$ cat src/logic/fdcr_pkg.sv
// Purpose: constants for the floppy controller host register bank
// Assumes: byte-wide host port, offsets relative to the controller base
// Notes:   all widths fixed
package fdcr_pkg;
  // Register offsets
  localparam logic [2:0] FDCR_OFS_RSV0    = 3'h0;
  localparam logic [2:0] FDCR_OFS_RSV1    = 3'h1;
  localparam logic [2:0] FDCR_OFS_DRV_OUT = 3'h2;
  localparam logic [2:0] FDCR_OFS_RSV3    = 3'h3;
  localparam logic [2:0] FDCR_OFS_RATE    = 3'h4;
  localparam logic [2:0] FDCR_OFS_DATA    = 3'h5;
  localparam logic [2:0] FDCR_OFS_RSV6    = 3'h6;
  localparam logic [2:0] FDCR_OFS_CFG     = 3'h7;

  // Drive output control fields
  localparam int FDCR_DOR_MOT_HI  = 5;
  localparam int FDCR_DOR_MOT_LO  = 4;
  localparam int FDCR_DOR_DMAEN   = 3;
  localparam int FDCR_DOR_NRST    = 2;
  localparam int FDCR_DOR_SEL_HI  = 1;
  localparam int FDCR_DOR_SEL_LO  = 0;
  localparam logic [7:0] FDCR_DOR_WMASK = 8'h3F;

  // Rate select fields
  localparam int FDCR_DSR_SRST    = 7;
  localparam int FDCR_DSR_LOWPWR  = 6;
  localparam int FDCR_DSR_PC_HI   = 4;
  localparam int FDCR_DSR_PC_LO   = 2;
  localparam int FDCR_DSR_RATE_HI = 1;
  localparam int FDCR_DSR_RATE_LO = 0;
  localparam logic [7:0] FDCR_DSR_WMASK = 8'h5F;

  // Disk change read
  localparam int FDCR_DIR_CHG     = 7;
  localparam logic [7:0] FDCR_DIR_OE = 8'h80;

  // Reset values
  localparam logic [7:0] FDCR_DOR_RST  = 8'h00;
  localparam logic [7:0] FDCR_DSR_RST  = 8'h00;
  localparam logic [1:0] FDCR_RATE_RST = 2'b10;

  // Timing
  localparam int FDCR_CLK_NS  = 5;
  localparam int FDCR_SRST_NS = 100;
  localparam logic [4:0] FDCR_SRST_CYC = 5'((FDCR_SRST_NS + FDCR_CLK_NS - 1) / FDCR_CLK_NS);

  // Synchronised pin vector width
  localparam int FDCR_SYNC_W = 18;
  // Idle pin levels: select, aen, strobes, change and ack high
  localparam logic [FDCR_SYNC_W-1:0] FDCR_SYNC_RST = 18'h3C006;
endpackage

$ cat src/logic/fdcr_sync.sv
// Purpose: two-stage synchroniser for a vector of pins
// Assumes: multi-bit buses are stable around their strobes
// Notes:   first stage feeds only the second
`timescale 1ns/10ps
module fdcr_sync #(
  parameter int W = 1
) (
  input  wire logic         sys_clk,
  input  wire logic         resetn,
  input  wire logic [W-1:0] din,
  input  wire logic [W-1:0] rst_val,
  output logic      [W-1:0] dout
);
  logic [W-1:0] meta_r;

  always_ff @(posedge sys_clk) begin
    if (!resetn) begin
      meta_r <= rst_val;
      dout   <= rst_val;
    end else begin
      meta_r <= din;
      dout   <= meta_r;
    end
  end
endmodule

$ cat src/logic/fdcr_regs.sv
// Purpose: host register bank of the floppy controller
// Assumes: host strobes and pins are asynchronous to sys_clk
// Notes:   command sequencing lives in the controller core outside
`timescale 1ns/10ps
module fdcr_regs
  import fdcr_pkg::*;
(
  input  wire logic       sys_clk,
  input  wire logic       resetn,
  input  wire logic [2:0] host_addr,
  input  wire logic [7:0] host_data_in,
  input  wire logic       host_ior_n,
  input  wire logic       host_iow_n,
  input  wire logic       host_cs_n,
  input  wire logic       host_aen,
  output logic      [7:0] host_data_out,
  output logic      [7:0] host_data_oe,
  input  wire logic [7:0] core_status,
  input  wire logic [7:0] core_rd_data,
  output logic            core_wr_pulse,
  output logic      [7:0] core_wr_data,
  output logic            core_rd_pulse,
  output logic            core_reset,
  output logic      [1:0] data_rate,
  output logic      [2:0] precomp_sel,
  output logic            low_power,
  output logic      [1:0] drive_sel,
  output logic      [1:0] motor_on_out_n,
  input  wire logic       dma_ack_in_n,
  input  wire logic       tc_in,
  output logic            dma_ack_gated_n,
  output logic            tc_gated,
  input  wire logic       core_drq,
  input  wire logic       core_irq,
  output logic            drq_out,
  output logic            drq_oe,
  output logic            irq_out,
  output logic            irq_oe,
  input  wire logic       disk_swapped_in_n
);
  typedef struct packed {
    logic [7:0] dor;
    logic [7:0] dsr;
    logic [1:0] rate;
    logic [4:0] srst_cnt;
    logic       ctrl_rst;
    logic       iow_d;
    logic       ior_d;
    logic [7:0] dout;
    logic [7:0] doe;
    logic       wr_p;
    logic [7:0] wr_d;
    logic       rd_p;
    logic [1:0] mot_n;
    logic       ack_n;
    logic       tc;
    logic       drq;
    logic       drq_oe;
    logic       irq;
    logic       irq_oe;
  } fdcr_state_t;

  fdcr_state_t st_r, st_nxt;
  logic [FDCR_SYNC_W-1:0] pins_s;
  logic [2:0] addr_s;
  logic [7:0] wdat_s;
  logic cs_n_s, aen_s, ior_n_s, iow_n_s, chg_n_s, ack_n_s, tc_s;
  logic sel, wr_edge, rd_edge, rd_act;

  fdcr_sync #(.W(FDCR_SYNC_W)) u_sync (
    .sys_clk (sys_clk),
    .resetn  (resetn),
    .din     ({host_cs_n, host_aen, host_ior_n, host_iow_n, host_addr, host_data_in,
                disk_swapped_in_n, dma_ack_in_n, tc_in}),
    .rst_val (FDCR_SYNC_RST),
    .dout    (pins_s)
  );

  assign {cs_n_s, aen_s, ior_n_s, iow_n_s, addr_s, wdat_s, chg_n_s, ack_n_s, tc_s} = pins_s;
  assign sel     = !cs_n_s && !aen_s;
  assign wr_edge = sel && !iow_n_s && st_r.iow_d;
  assign rd_edge = sel && !ior_n_s && st_r.ior_d;
  assign rd_act  = sel && !ior_n_s;

  always_comb begin
    st_nxt       = st_r;
    st_nxt.iow_d = iow_n_s;
    st_nxt.ior_d = ior_n_s;
    st_nxt.wr_p  = 1'b0;
    st_nxt.rd_p  = 1'b0;
    if (st_r.srst_cnt != 5'h0) begin
      st_nxt.srst_cnt = st_r.srst_cnt - 5'h1;
    end
    if (wr_edge) begin
      if (addr_s == FDCR_OFS_DRV_OUT) begin
        // reset bit stored, no side effects
        st_nxt.dor = wdat_s & FDCR_DOR_WMASK;
      end else if (addr_s == FDCR_OFS_RATE) begin
        // write-only rate register, bit 7 self clears
        st_nxt.dsr  = wdat_s & FDCR_DSR_WMASK;
        st_nxt.rate = wdat_s[FDCR_DSR_RATE_HI:FDCR_DSR_RATE_LO];
        if (wdat_s[FDCR_DSR_SRST]) begin
          st_nxt.srst_cnt = FDCR_SRST_CYC;
          st_nxt.dsr[FDCR_DSR_LOWPWR] = 1'b0;
        end
      end else if (addr_s == FDCR_OFS_DATA) begin
        st_nxt.wr_p = 1'b1;
        st_nxt.wr_d = wdat_s;
        st_nxt.dsr[FDCR_DSR_LOWPWR] = 1'b0;
      end else if (addr_s == FDCR_OFS_CFG) begin
        st_nxt.rate = wdat_s[1:0];
      end
    end
    if (rd_edge && (addr_s == FDCR_OFS_DATA)) begin
      st_nxt.rd_p = 1'b1;
    end
    // Low power exits on any main status or data access
    if (rd_edge && (addr_s == FDCR_OFS_RATE || addr_s == FDCR_OFS_DATA)) begin
      st_nxt.dsr[FDCR_DSR_LOWPWR] = 1'b0;
    end
    // controller reset touches no register here, keep contents
    st_nxt.ctrl_rst = !st_nxt.dor[FDCR_DOR_NRST] || (st_nxt.srst_cnt != 5'h0);
    st_nxt.dout = 8'h00;
    st_nxt.doe  = 8'h00;
    if (rd_act) begin
      if (addr_s == FDCR_OFS_DRV_OUT) begin
        st_nxt.dout = st_r.dor;
        st_nxt.doe  = 8'hFF;
      end else if (addr_s == FDCR_OFS_RATE) begin
        // status read at the rate offset
        st_nxt.dout = core_status;
        st_nxt.doe  = 8'hFF;
      end else if (addr_s == FDCR_OFS_DATA) begin
        st_nxt.dout = core_rd_data;
        st_nxt.doe  = 8'hFF;
      end else if (addr_s == FDCR_OFS_CFG) begin
        st_nxt.dout[FDCR_DIR_CHG] = !chg_n_s;
        st_nxt.doe  = FDCR_DIR_OE;
      end
    end
    st_nxt.mot_n = ~st_nxt.dor[FDCR_DOR_MOT_HI:FDCR_DOR_MOT_LO];
    st_nxt.ack_n  = st_nxt.dor[FDCR_DOR_DMAEN] ? ack_n_s : 1'b1;
    st_nxt.tc     = st_nxt.dor[FDCR_DOR_DMAEN] && tc_s;
    st_nxt.drq    = core_drq;
    st_nxt.irq    = core_irq;
    st_nxt.drq_oe = st_nxt.dor[FDCR_DOR_DMAEN];
    st_nxt.irq_oe = st_nxt.dor[FDCR_DOR_DMAEN];
  end

  always_ff @(posedge sys_clk) begin
    if (!resetn) begin
      st_r          <= '0;
      st_r.dor      <= FDCR_DOR_RST;
      st_r.dsr      <= FDCR_DSR_RST;
      st_r.rate     <= FDCR_RATE_RST;
      st_r.ctrl_rst <= 1'b1;
      st_r.iow_d    <= 1'b1;
      st_r.ior_d    <= 1'b1;
      st_r.mot_n    <= 2'h3;
      st_r.ack_n    <= 1'b1;
    end else begin
      st_r <= st_nxt;
    end
  end

  assign host_data_out   = st_r.dout;
  assign host_data_oe    = st_r.doe;
  assign core_wr_pulse   = st_r.wr_p;
  assign core_wr_data    = st_r.wr_d;
  assign core_rd_pulse   = st_r.rd_p;
  assign core_reset      = st_r.ctrl_rst;
  assign data_rate       = st_r.rate;
  // precompensation amount; start track belongs to the core
  assign precomp_sel     = st_r.dsr[FDCR_DSR_PC_HI:FDCR_DSR_PC_LO];
  assign low_power       = st_r.dsr[FDCR_DSR_LOWPWR];
  // encoded drive number, one drive at a time
  assign drive_sel       = st_r.dor[FDCR_DOR_SEL_HI:FDCR_DOR_SEL_LO];
  assign motor_on_out_n  = st_r.mot_n;
  assign dma_ack_gated_n = st_r.ack_n;
  assign tc_gated        = st_r.tc;
  assign drq_out         = st_r.drq;
  assign drq_oe          = st_r.drq_oe;
  assign irq_out         = st_r.irq;
  assign irq_oe          = st_r.irq_oe;
endmodule

$ cat config.mk
export PLATFORM = sky130hd
export DESIGN_NAME = fdcr_regs
export DESIGN_NICKNAME = d
export VERILOG_FILES = /design/src/logic/fdcr_pkg.sv /design/src/logic/fdcr_sync.sv /design/src/logic/fdcr_regs.sv
export SDC_FILE = /design/constraint.sdc
export NUM_CORES = 1
export LEC_CHECK = 0
export ABC_CLOCK_PERIOD_IN_PS = 1500
export BUFFER_PORTS_ARGS = -buffer_cell sky130_fd_sc_hd__buf_4
export CORE_UTILIZATION = 46
export DETAILED_ROUTE_END_ITERATION = 6
export PLACE_DENSITY = 0.78
export SKIP_CTS_REPAIR_TIMING = 1
export SYNTH_ARGS = -nofsm -noshare
export SYNTH_HDL_FRONTEND = slang
export SYNTH_SLANG_ARGS = --single-unit
$ cat constraint.sdc
create_clock -name sys_clk -period 1.5 [get_ports sys_clk]
set_input_delay 0.225 -clock sys_clk [delete_from_list [all_inputs] [get_ports sys_clk]]
set_output_delay 0.225 -clock sys_clk [all_outputs]
set_load 0.1 [all_outputs]
==> flow_summary.json, run 1 <==
{
  "outcome": "finished with violations",
  "violations": "negative setup slack",
  "swShare_pct": 22.8,
  "worstPathCellList": "buf_4 -> nor4b_4 -> buf_6 -> nand4_1 -> and2_4 -> nand4_1",
  "io_pins": 81,
  "hold_ws_ps": 71.6,
  "core_um2": 6310,
  "ys_types": 32,
  "cts_tree": "done",
  "required_ps": 1780,
  "setup_viol": 6,
  "routedWlPerCell_um": 12.5,
  "dieHeight_um": 82.9,
  "synth_largest_area_cell": "dfxtp_1",
  "placed_cells_incl_taps": 425,
  "antenna_found_initial": 0,
  "synthFlopType": "dfxtp_1",
  "ir_drop_mv": 0.979,
  "use_met1_pct": 19.9,
  "numCtsBuffers": 9,
  "final_cell_area_um2": 3790,
  "die-area_um2": 6870,
  "grt.total_usage_pct": 16.8,
  "hold_path.class": "in2reg",
  "grt.busiest_layer": "met2",
  "leakage_nw": 1.68,
  "finClkSkew_ps": 12.7,
  "syn_area_um2": 3010,
  "gr-usage-met2_pct": 26.5,
  "path_clk_slew_ps": 70,
  "drtIter0Drc": 87,
  "p_int_mw": 3.51,
  "power.share.clock_pct": 36.4,
  "via_count": 2100,
  "period_needed_ps": 1540,
  "max_stage_delay_ps": 360,
  "cts_root_buffer": "clkbuf_8",
  "clock_path_buffers": 2,
  "finish.net_count": 399,
  "crit_path_start_kind": "flip-flop",
  "crit_type": "reg2reg",
  "synth.net_count": 338,
  "netlist_top_cells_area": "dfxtp_1 55%, buf_4 8.5%, mux2i_1 7.3%",
  "dp_hpwl_um": 4010,
  "vias_per_cell": 4.75,
  "grtUsageMet3_pct": 5.17,
  "place_congestion": 0.878,
  "htree_levels": 3,
  "crit_family": "simple AND/OR/NAND/NOR gates",
  "ys_seq_area_share_pct": 54.6,
  "area_growth_pct": 26.2,
  "synthTopCellsByCount": "82 x dfxtp_1, 37 x nor2_1, 34 x buf_4",
  "syn_inst": 299,
  "synth_edf_count": 0,
  "fin_crit_sh_pct": 102,
  "first_global_vias": 1997,
  "reg2reg_from": "u_sync.dout[16]",
  "rsz0062_at_grt": "yes",
  "ys_async_sr_fraction_pct": 0,
  "dr.pass1.iters": 4,
  "grt_max_degree": 37,
  "syn_avg_cell_area_um2": 10.1,
  "layout-drive-gt1-share_pct": 35.1,
  "worst-path-buf-inv": 2,
  "dp_slack_ps": -58.9,
  "combPwrFrac_pct": 12.4,
  "max_freq_ghz": 0.650,
  "wirelength_um": 5530,
  "crit_slowest_cell": "nor4b_4",
  "finalSetupTns_ps": -119,
  "yosysWarnings": 0,
  "crit_top_cell": "nand4_1",
  "pwr-share-seq_pct": 51.2,
  "switchingPower_mw": 1.04,
  "clock_latency_ps": 340,
  "yosysMostFrequentCell": "dfxtp_1",
  "dieWidth_um": 82.9,
  "portBuffers": 80,
  "tightest_slew_ps": 523,
  "antenna_cells": 0,
  "maxSlewViolCount": 0,
  "powerDensity_nw_per_um2": 1200,
  "min-delay-start": "disk_swapped_in_n",
  "drc": 0,
  "finalNonFillerCells": 442,
  "hold_viol": 0,
  "startpoint": "u_sync.dout[16]",
  "placed_area_um2": 3510,
  "ant_nets": 0,
  "worstPathMaxFanout": 7,
  "arrival_ps": 1820,
  "grt_pass1_wl_um": 8970,
  "ys_ff_latch": 82,
  "initial_core_util_pct": 47.6,
  "final.setup.worst_slack_ps": -37.3,
  "max_slew_margin_pct": 65.0,
  "maxCapViolations": 0,
  "worstSetupEndpointType": "flip-flop",
  "rows": 29,
  "synth_top_area_share_pct": 54.6,
  "cts_num_sinks": 82,
  "overflow": 0
}
[layout make-up]
type,instances,area (um2)
Clock buffer,15,186
Clock inverter,1,30.0
Fill cell,550,2520
Inverter,5,18.8
Multi-Input combinational cell,166,1090
Sequential cell,82,1640
Tap cell,77,96.3
Timing Repair Buffer,96,728
[metrics by stage]
step	total power, mW	util (%)
after floorplan	2.70	-
after global placement	2.89	55.6
after detailed placement	2.91	55.6
after CTS	4.55	59.1
after global routing	4.77	60.1
final	4.55	60.1
[worst register-to-register path, stage by stage, from the launching register on]
cell,delay (ps)
dfxtp_1,320
buf_4,140
nor4b_4,360
buf_6,190
nand4_1,190
and2_4,200
nand4_1,70
[power groups by stage]
stage	Combinational (mW)	Clock, mW	Sequential (mW)
5_1_grt	0.623	1.80	2.34
6_report	0.563	1.65	2.33
3_3_place_gp	0.513	0	2.37
3_5_place_dp	0.537	0	2.37
2_1_floorplan	0.324	0	2.38
4_1_cts	0.538	1.69	2.32
[worst paths after layout]
check / endpoint / slack [ps] / depth (start not counted)
setup / recovery: core_reset / -40 / 6
hold / removal: u_sync.meta_r[2] / 70 / 2
setup reg to reg: core_reset / -40 / 6
hold reg to reg: u_sync.dout[15] / 400 / 1
[kinds of logic after synthesis]
group / count (synthesis) / share of synthesized area (%)
buf+inv: 51 / 10.8
mux: 22 / 7.32
flops: 82 / 54.6
xor+xnor: 2 / 0.582
fa+ha+maj: 1 / 0.416
compound gates: 25 / 4.53
simple gates: 116 / 21.8
[metal layers]
| metal | up-vias | wire, um |
|---|---|---|
| met3 | 13 | 400 |
| met5 | - | 0 |
| met2 | 81 | 2580 |
| met4 | 0 | 164 |
| li1 | 1061 | - |
| met1 | 945 | 2390 |
[sequential cells by signal (all words and copies together) (netlist names)]
register	cells
drive_sel	2
drq_out	1
u_sync.dout	18
core_wr_pulse	1
host_data_oe	2
data_rate	2
irq_out	1
precomp_sel	3
core_rd_pulse	1
core_reset	1
low_power	1
host_data_out	8
u_sync.meta_r	18
tc_gated	1
motor_on_out_n	2
st_r	11
dma_ack_gated_n	1
core_wr_data	8
[cell usage in the layout, fill, tap and decap left out, drive strengths merged, types with 4 or more instances in the layout]
cell,count
inv,5
dfxtp,82
nor2,37
nand2b,22
nand2,5
and2,28
nor3,4
buf,96
a21oi,16
clkbuf,15
o21ai,4
nand3,7
mux2i,22
No activity file was read; power rests on OpenSTA's default activity.
==> inputs of run 2 (changes only) <==
==> constraint.sdc (replaced) <==
create_clock -name sys_clk -period 1.5 [get_ports sys_clk]
set_input_delay 0.075 -clock sys_clk [delete_from_list [all_inputs] [get_ports sys_clk]]
set_output_delay 0.075 -clock sys_clk [all_outputs]
set_load 0.1 [all_outputs]
==> run 2 against run 1 <==
Effect of this change:
- the run still ends with negative setup slack left
- largest power group unchanged
- design area up 5.5%
- critical path type unchanged
- critical endpoint unchanged
- first-iteration DRC count down 2.3%
- routed wire length up 4.4%
- final cell count up 4.8%
==> flow_summary.json, run 2 (synthesized netlist as in run 1, its figures left out) <==
{
  "outcome": "finished with violations",
  "violations": "negative setup slack",
  "rr_endpoint": "core_reset",
  "core_um2": 6310,
  "clock_latency_ps": 340,
  "wirelength_um": 5770,
  "crit_type": "reg2reg",
  "antenna_cells": 0,
  "drtIter0Drc": 85,
  "final_cell_mix": "94 x buf_4, 80 x dfxtp_1, 37 x nor2_1",
  "finish.net_count": 420,
  "power.share.clock_pct": 36.1,
  "dr.pass1.iters": 4,
  "period_needed_ps": 1540,
  "final.setup.worst_slack_ps": -36.1,
  "numCtsBuffers": 9,
  "seqCellArea_um2": 1640,
  "powerDensity_nw_per_um2": 1150,
  "max_slew_margin_pct": 64.8,
  "initial_core_util_pct": 47.6,
  "clock_path_buffers": 2,
  "vias_per_cell": 4.71,
  "required_ps": 1780,
  "rows": 29,
  "drc": 0,
  "worstSetupEndpointType": "flip-flop",
  "cp-endpoint": "core_reset",
  "io_pins": 81,
  "overflow": 0,
  "htree_levels": 3,
  "cts_root_buffer": "clkbuf_8",
  "fillers": 528,
  "area_growth_pct": 33.2,
  "cts_num_sinks": 82,
  "path_clk_slew_ps": 70,
  "finClkSkew_ps": 12.6,
  "setup_viol": 6,
  "top_regs": "u_sync.dout x18, u_sync.meta_r x18, st_r x11",
  "tightest_slew_ps": 525,
  "combPwrFrac_pct": 13.2,
  "hold_path.class": "in2reg",
  "ir_drop_mv": 0.999,
  "power.total_mw": 4.60,
  "maxCapViolations": 0,
  "final_common_cell": "buf_4",
  "dp_hpwl_um": 4010,
  "crit_path_start_kind": "flip-flop",
  "r2r_cells": 6,
  "dieHeight_um": 82.9,
  "place_congestion": 0.878,
  "startpoint": "u_sync.dout[16]",
  "swShare_pct": 22.9,
  "multi_input_area_um2": 1090,
  "via_count": 2181,
  "switchingPower_mw": 1.05,
  "die-area_um2": 6870,
  "pwr-share-seq_pct": 50.7,
  "arrival_ps": 1820,
  "finalSetupTns_ps": -114,
  "leakage_nw": 1.77,
  "first_global_vias": 1997,
  "dieWidth_um": 82.9,
  "p_int_mw": 3.55,
  "rsz0062_at_grt": "yes",
  "grt_pass1_wl_um": 8970,
  "fin_crit_sh_pct": 102,
  "max_freq_ghz": 0.651,
  "cts_tree": "done",
  "grt_max_degree": 37,
  "reg2reg_from": "u_sync.dout[16]",
  "layout-drive-gt1-share_pct": 33.2,
  "maxSlewViolCount": 0,
  "regToRegSetupSlack_ps": -40,
  "portBuffers": 80,
  "routedWlPerCell_um": 12.5,
  "antenna_found_initial": 0,
  "ant_nets": 0,
  "worstPathMaxFanout": 7,
  "grt.total_usage_pct": 16.8,
  "hold_viol": 0
}
## run 2: cell types whose count changed in the layout (fill, tap and decap cells not counted), sizes merged
cell / before / now
dlygate4sd3: 0 / 21
## run 2: worst min-delay path by stage
stage                      startpoint  slack (ps)  cells after the start                end
global route           core_status[7]         100                      3   host_data_out[7]
detailed placement  disk_swapped_in_n         260                      2   u_sync.meta_r[2]
finish                 core_status[6]          30                      3   host_data_out[6]
CTS                 disk_swapped_in_n        -100                      2   u_sync.meta_r[2]
global placement           host_ior_n         260                      2  u_sync.meta_r[15]
floorplan                      resetn         150                      1    u_sync.dout[14]
## run 2: per-stage QoR
| step | cells | area, um2 | utilization (%) | setup slack (ps) | hold WS [ps] |
|---|---|---|---|---|---|
| after global routing | 463 | 4010 | 63.4 | -111 | 98.3 |
| after detailed placement | 425 | 3510 | 55.6 | -58.9 | 262 |
| after CTS | 441 | 3730 | 59.1 | -70.2 | -97.3 |
| after floorplan | 299 | 3010 | - | 6.79 | 148 |
| after global placement | 425 | 3510 | 55.6 | -7.18 | 262 |
| final | 463 | 4010 | 63.4 | -36.1 | 31.1 |
## run 2: power by group through the flow
stage	clock, mW	sequential, mW	combinational [mW]
after floorplan	0	2.38	0.324
after detailed placement	0	2.37	0.537
final	1.66	2.33	0.608
after global routing	1.80	2.34	0.670
after global placement	0	2.37	0.513
after CTS	1.69	2.32	0.538
## run 2: layout make-up
| class | instances | area share (%) |
|---|---|---|
| timing repair buffer | 117 | 23.4 |
| sequential | 82 | 41.0 |
| clock inverter | 1 | 0.750 |
| inverter | 5 | 0.469 |
| tap | 77 | 2.41 |
| multi-input combinational | 166 | 27.2 |
| clock buffer | 15 | 4.65 |
## run 2: routing by layer
layer  track usage (%)  vias up  wire length (um)
met4              10.5        0               153
met1              19.9      985              2540
met2              26.5       79              2750
li1                  -     1105                 -
met3              5.17       12               330
met5                 0        -                 0
## run 2: critical path: stages (launching register included)
cell	delay (ps)
dfxtp_1	320
buf_4	140
nor4b_4	360
buf_6	190
nand4_1	190
and2_4	200
nand4_1	70
==> inputs of run 3 (changes only) <==
Settings changed: PLACE_DENSITY 0.78 to 0.8.
==> run 3 against run 2 <==
Effect of this change:
- the run still ends with negative setup slack left
- clock skew is 5.6 ps lower
- first-iteration DRC count is 15% higher
- total power is 1.8% higher
- final cell count is 0.43% lower
- critical path type unchanged
- register-to-register slack worse by 20 ps
- clock-buffer cell count is 2 lower
- flip-flop and latch count stayed put
- utilization is 0.59 points lower
- worst hold slack worse by 5.9 ps
- clock power is 5% higher
==> flow_summary.json, run 3 (synthesized netlist as in run 1, its figures left out) <==
{
  "period_needed_ps": 1560,
  "max_slew_margin_pct": 72.9,
  "fin_crit_sh_pct": 104,
  "combPwrFrac_pct": 12.9,
  "placed_cells_incl_taps": 423,
  "maxCapViolations": 0,
  "fillers": 539,
  "dp_slack_ps": -85.8,
  "grt.total_usage_pct": 16.6,
  "drc": 0,
  "dieWidth_um": 82.9,
  "ant_nets": 0,
  "grt_max_degree": 37,
  "cts_tree": "done",
  "hold_path.class": "in2reg",
  "grt_pass1_wl_um": 9000,
  "die-area_um2": 6870,
  "routedWlPerCell_um": 12.7,
  "antenna_found_initial": 0,
  "place_congestion": 0.798,
  "leakage_nw": 1.76,
  "finClkSkew_ps": 7.01,
  "dp_hpwl_um": 4000,
  "hold_viol": 0,
  "numCtsBuffers": 9,
  "final_common_cell": "buf_4",
  "io_pins": 81,
  "required_ps": 1720,
  "layout-drive-gt1-share_pct": 31.3,
  "initial_core_util_pct": 47.6,
  "overflow": 0,
  "cts_root_buffer": "clkbuf_8",
  "crit_path_start_kind": "flip-flop",
  "placed_area_um2": 3500,
  "seqCellArea_um2": 1640,
  "arrival_ps": 1770,
  "worstSetupEndpointType": "flip-flop",
  "cts_num_sinks": 82,
  "power.total_mw": 4.68,
  "final_cell_mix": "95 x buf_4, 80 x dfxtp_1, 37 x nor2_1",
  "powerDensity_nw_per_um2": 1180,
  "worstPathMaxFanout": 4,
  "finalNonFillerCells": 461,
  "ir_drop_mv": 0.610,
  "multi_input_area_um2": 1070,
  "outcome": "finished with violations",
  "finish.net_count": 419,
  "dieHeight_um": 82.9,
  "power.share.clock_pct": 37.3,
  "clock_latency_ps": 340,
  "clock_path_buffers": 2,
  "antenna_cells": 0,
  "vias_per_cell": 4.62,
  "htree_levels": 3,
  "top_regs": "u_sync.dout x18, u_sync.meta_r x18, st_r x11",
  "wirelength_um": 5850,
  "final_cell_area_um2": 3970,
  "via_count": 2130,
  "hold_ws_ps": 25.2,
  "p_int_mw": 3.61,
  "rsz0062_at_grt": "yes",
  "drtIter0Drc": 98,
  "pwr-share-seq_pct": 49.8,
  "path_clk_slew_ps": 70,
  "rows": 29,
  "portBuffers": 80,
  "dr.pass1.iters": 4,
  "setup_viol": 3,
  "swShare_pct": 22.8,
  "maxSlewViolCount": 0,
  "area_growth_pct": 31.9,
  "final.setup.worst_slack_ps": -55.9,
  "switchingPower_mw": 1.07,
  "tightest_slew_ps": 406,
  "core_um2": 6310,
  "crit_type": "reg2reg",
  "first_global_vias": 1962,
  "violations": "negative setup slack",
  "max_freq_ghz": 0.643
}
==> run 3: worst paths after layout <==
path	from	to	slack, ps	cells past startpoint
setup / recovery	u_sync.dout[17]	precomp_sel[2]	-60	4
hold / removal	core_status[6]	host_data_out[6]	30	3
setup reg to reg	u_sync.dout[17]	precomp_sel[2]	-60	4
hold reg to reg	u_sync.meta_r[17]	u_sync.dout[17]	410	1
==> run 3: final cells by class <==
class | instances | share of cell area, %
flip-flops and latches | 82 | 41.4
multi-input cells | 166 | 26.9
repair buffers | 116 | 23.3
clock buffers | 13 | 4.01
well taps | 77 | 2.43
clock inverters | 2 | 1.51
inverters | 5 | 0.473
==> run 3: per-layer routing <==
layer	wire length [um]	vias to the layer above	global-route usage [%]
li1	-	1095	-
met1	2600	960	19.9
met2	2850	62	27.1
met3	248	13	3.48
met4	160	0	10.8
met5	0	-	0
==> run 3: critical path, stage by stage, from the launching register on <==
cell and delay (ps):
dfxtp_2 350, or4b_4 580, nor3_4 220, mux2i_1 230, nor2_1 60
==> run 3: through the flow <==
step | utilization, % | TNS, ps
floorplan | - | 0
global placement | 55.4 | -111
detailed placement | 55.4 | -275
CTS | 58.9 | -374
global route | 62.8 | -311
finish | 62.8 | -109
==> run 3: power groups by stage <==
stage / Clock [mW] / Combinational (mW) / Sequential (mW)
floorplan: 0 / 0.324 / 2.38
CTS: 1.77 / 0.529 / 2.32
global route: 1.86 / 0.658 / 2.34
global placement: 0 / 0.501 / 2.37
finish: 1.75 / 0.603 / 2.33
detailed placement: 0 / 0.527 / 2.37
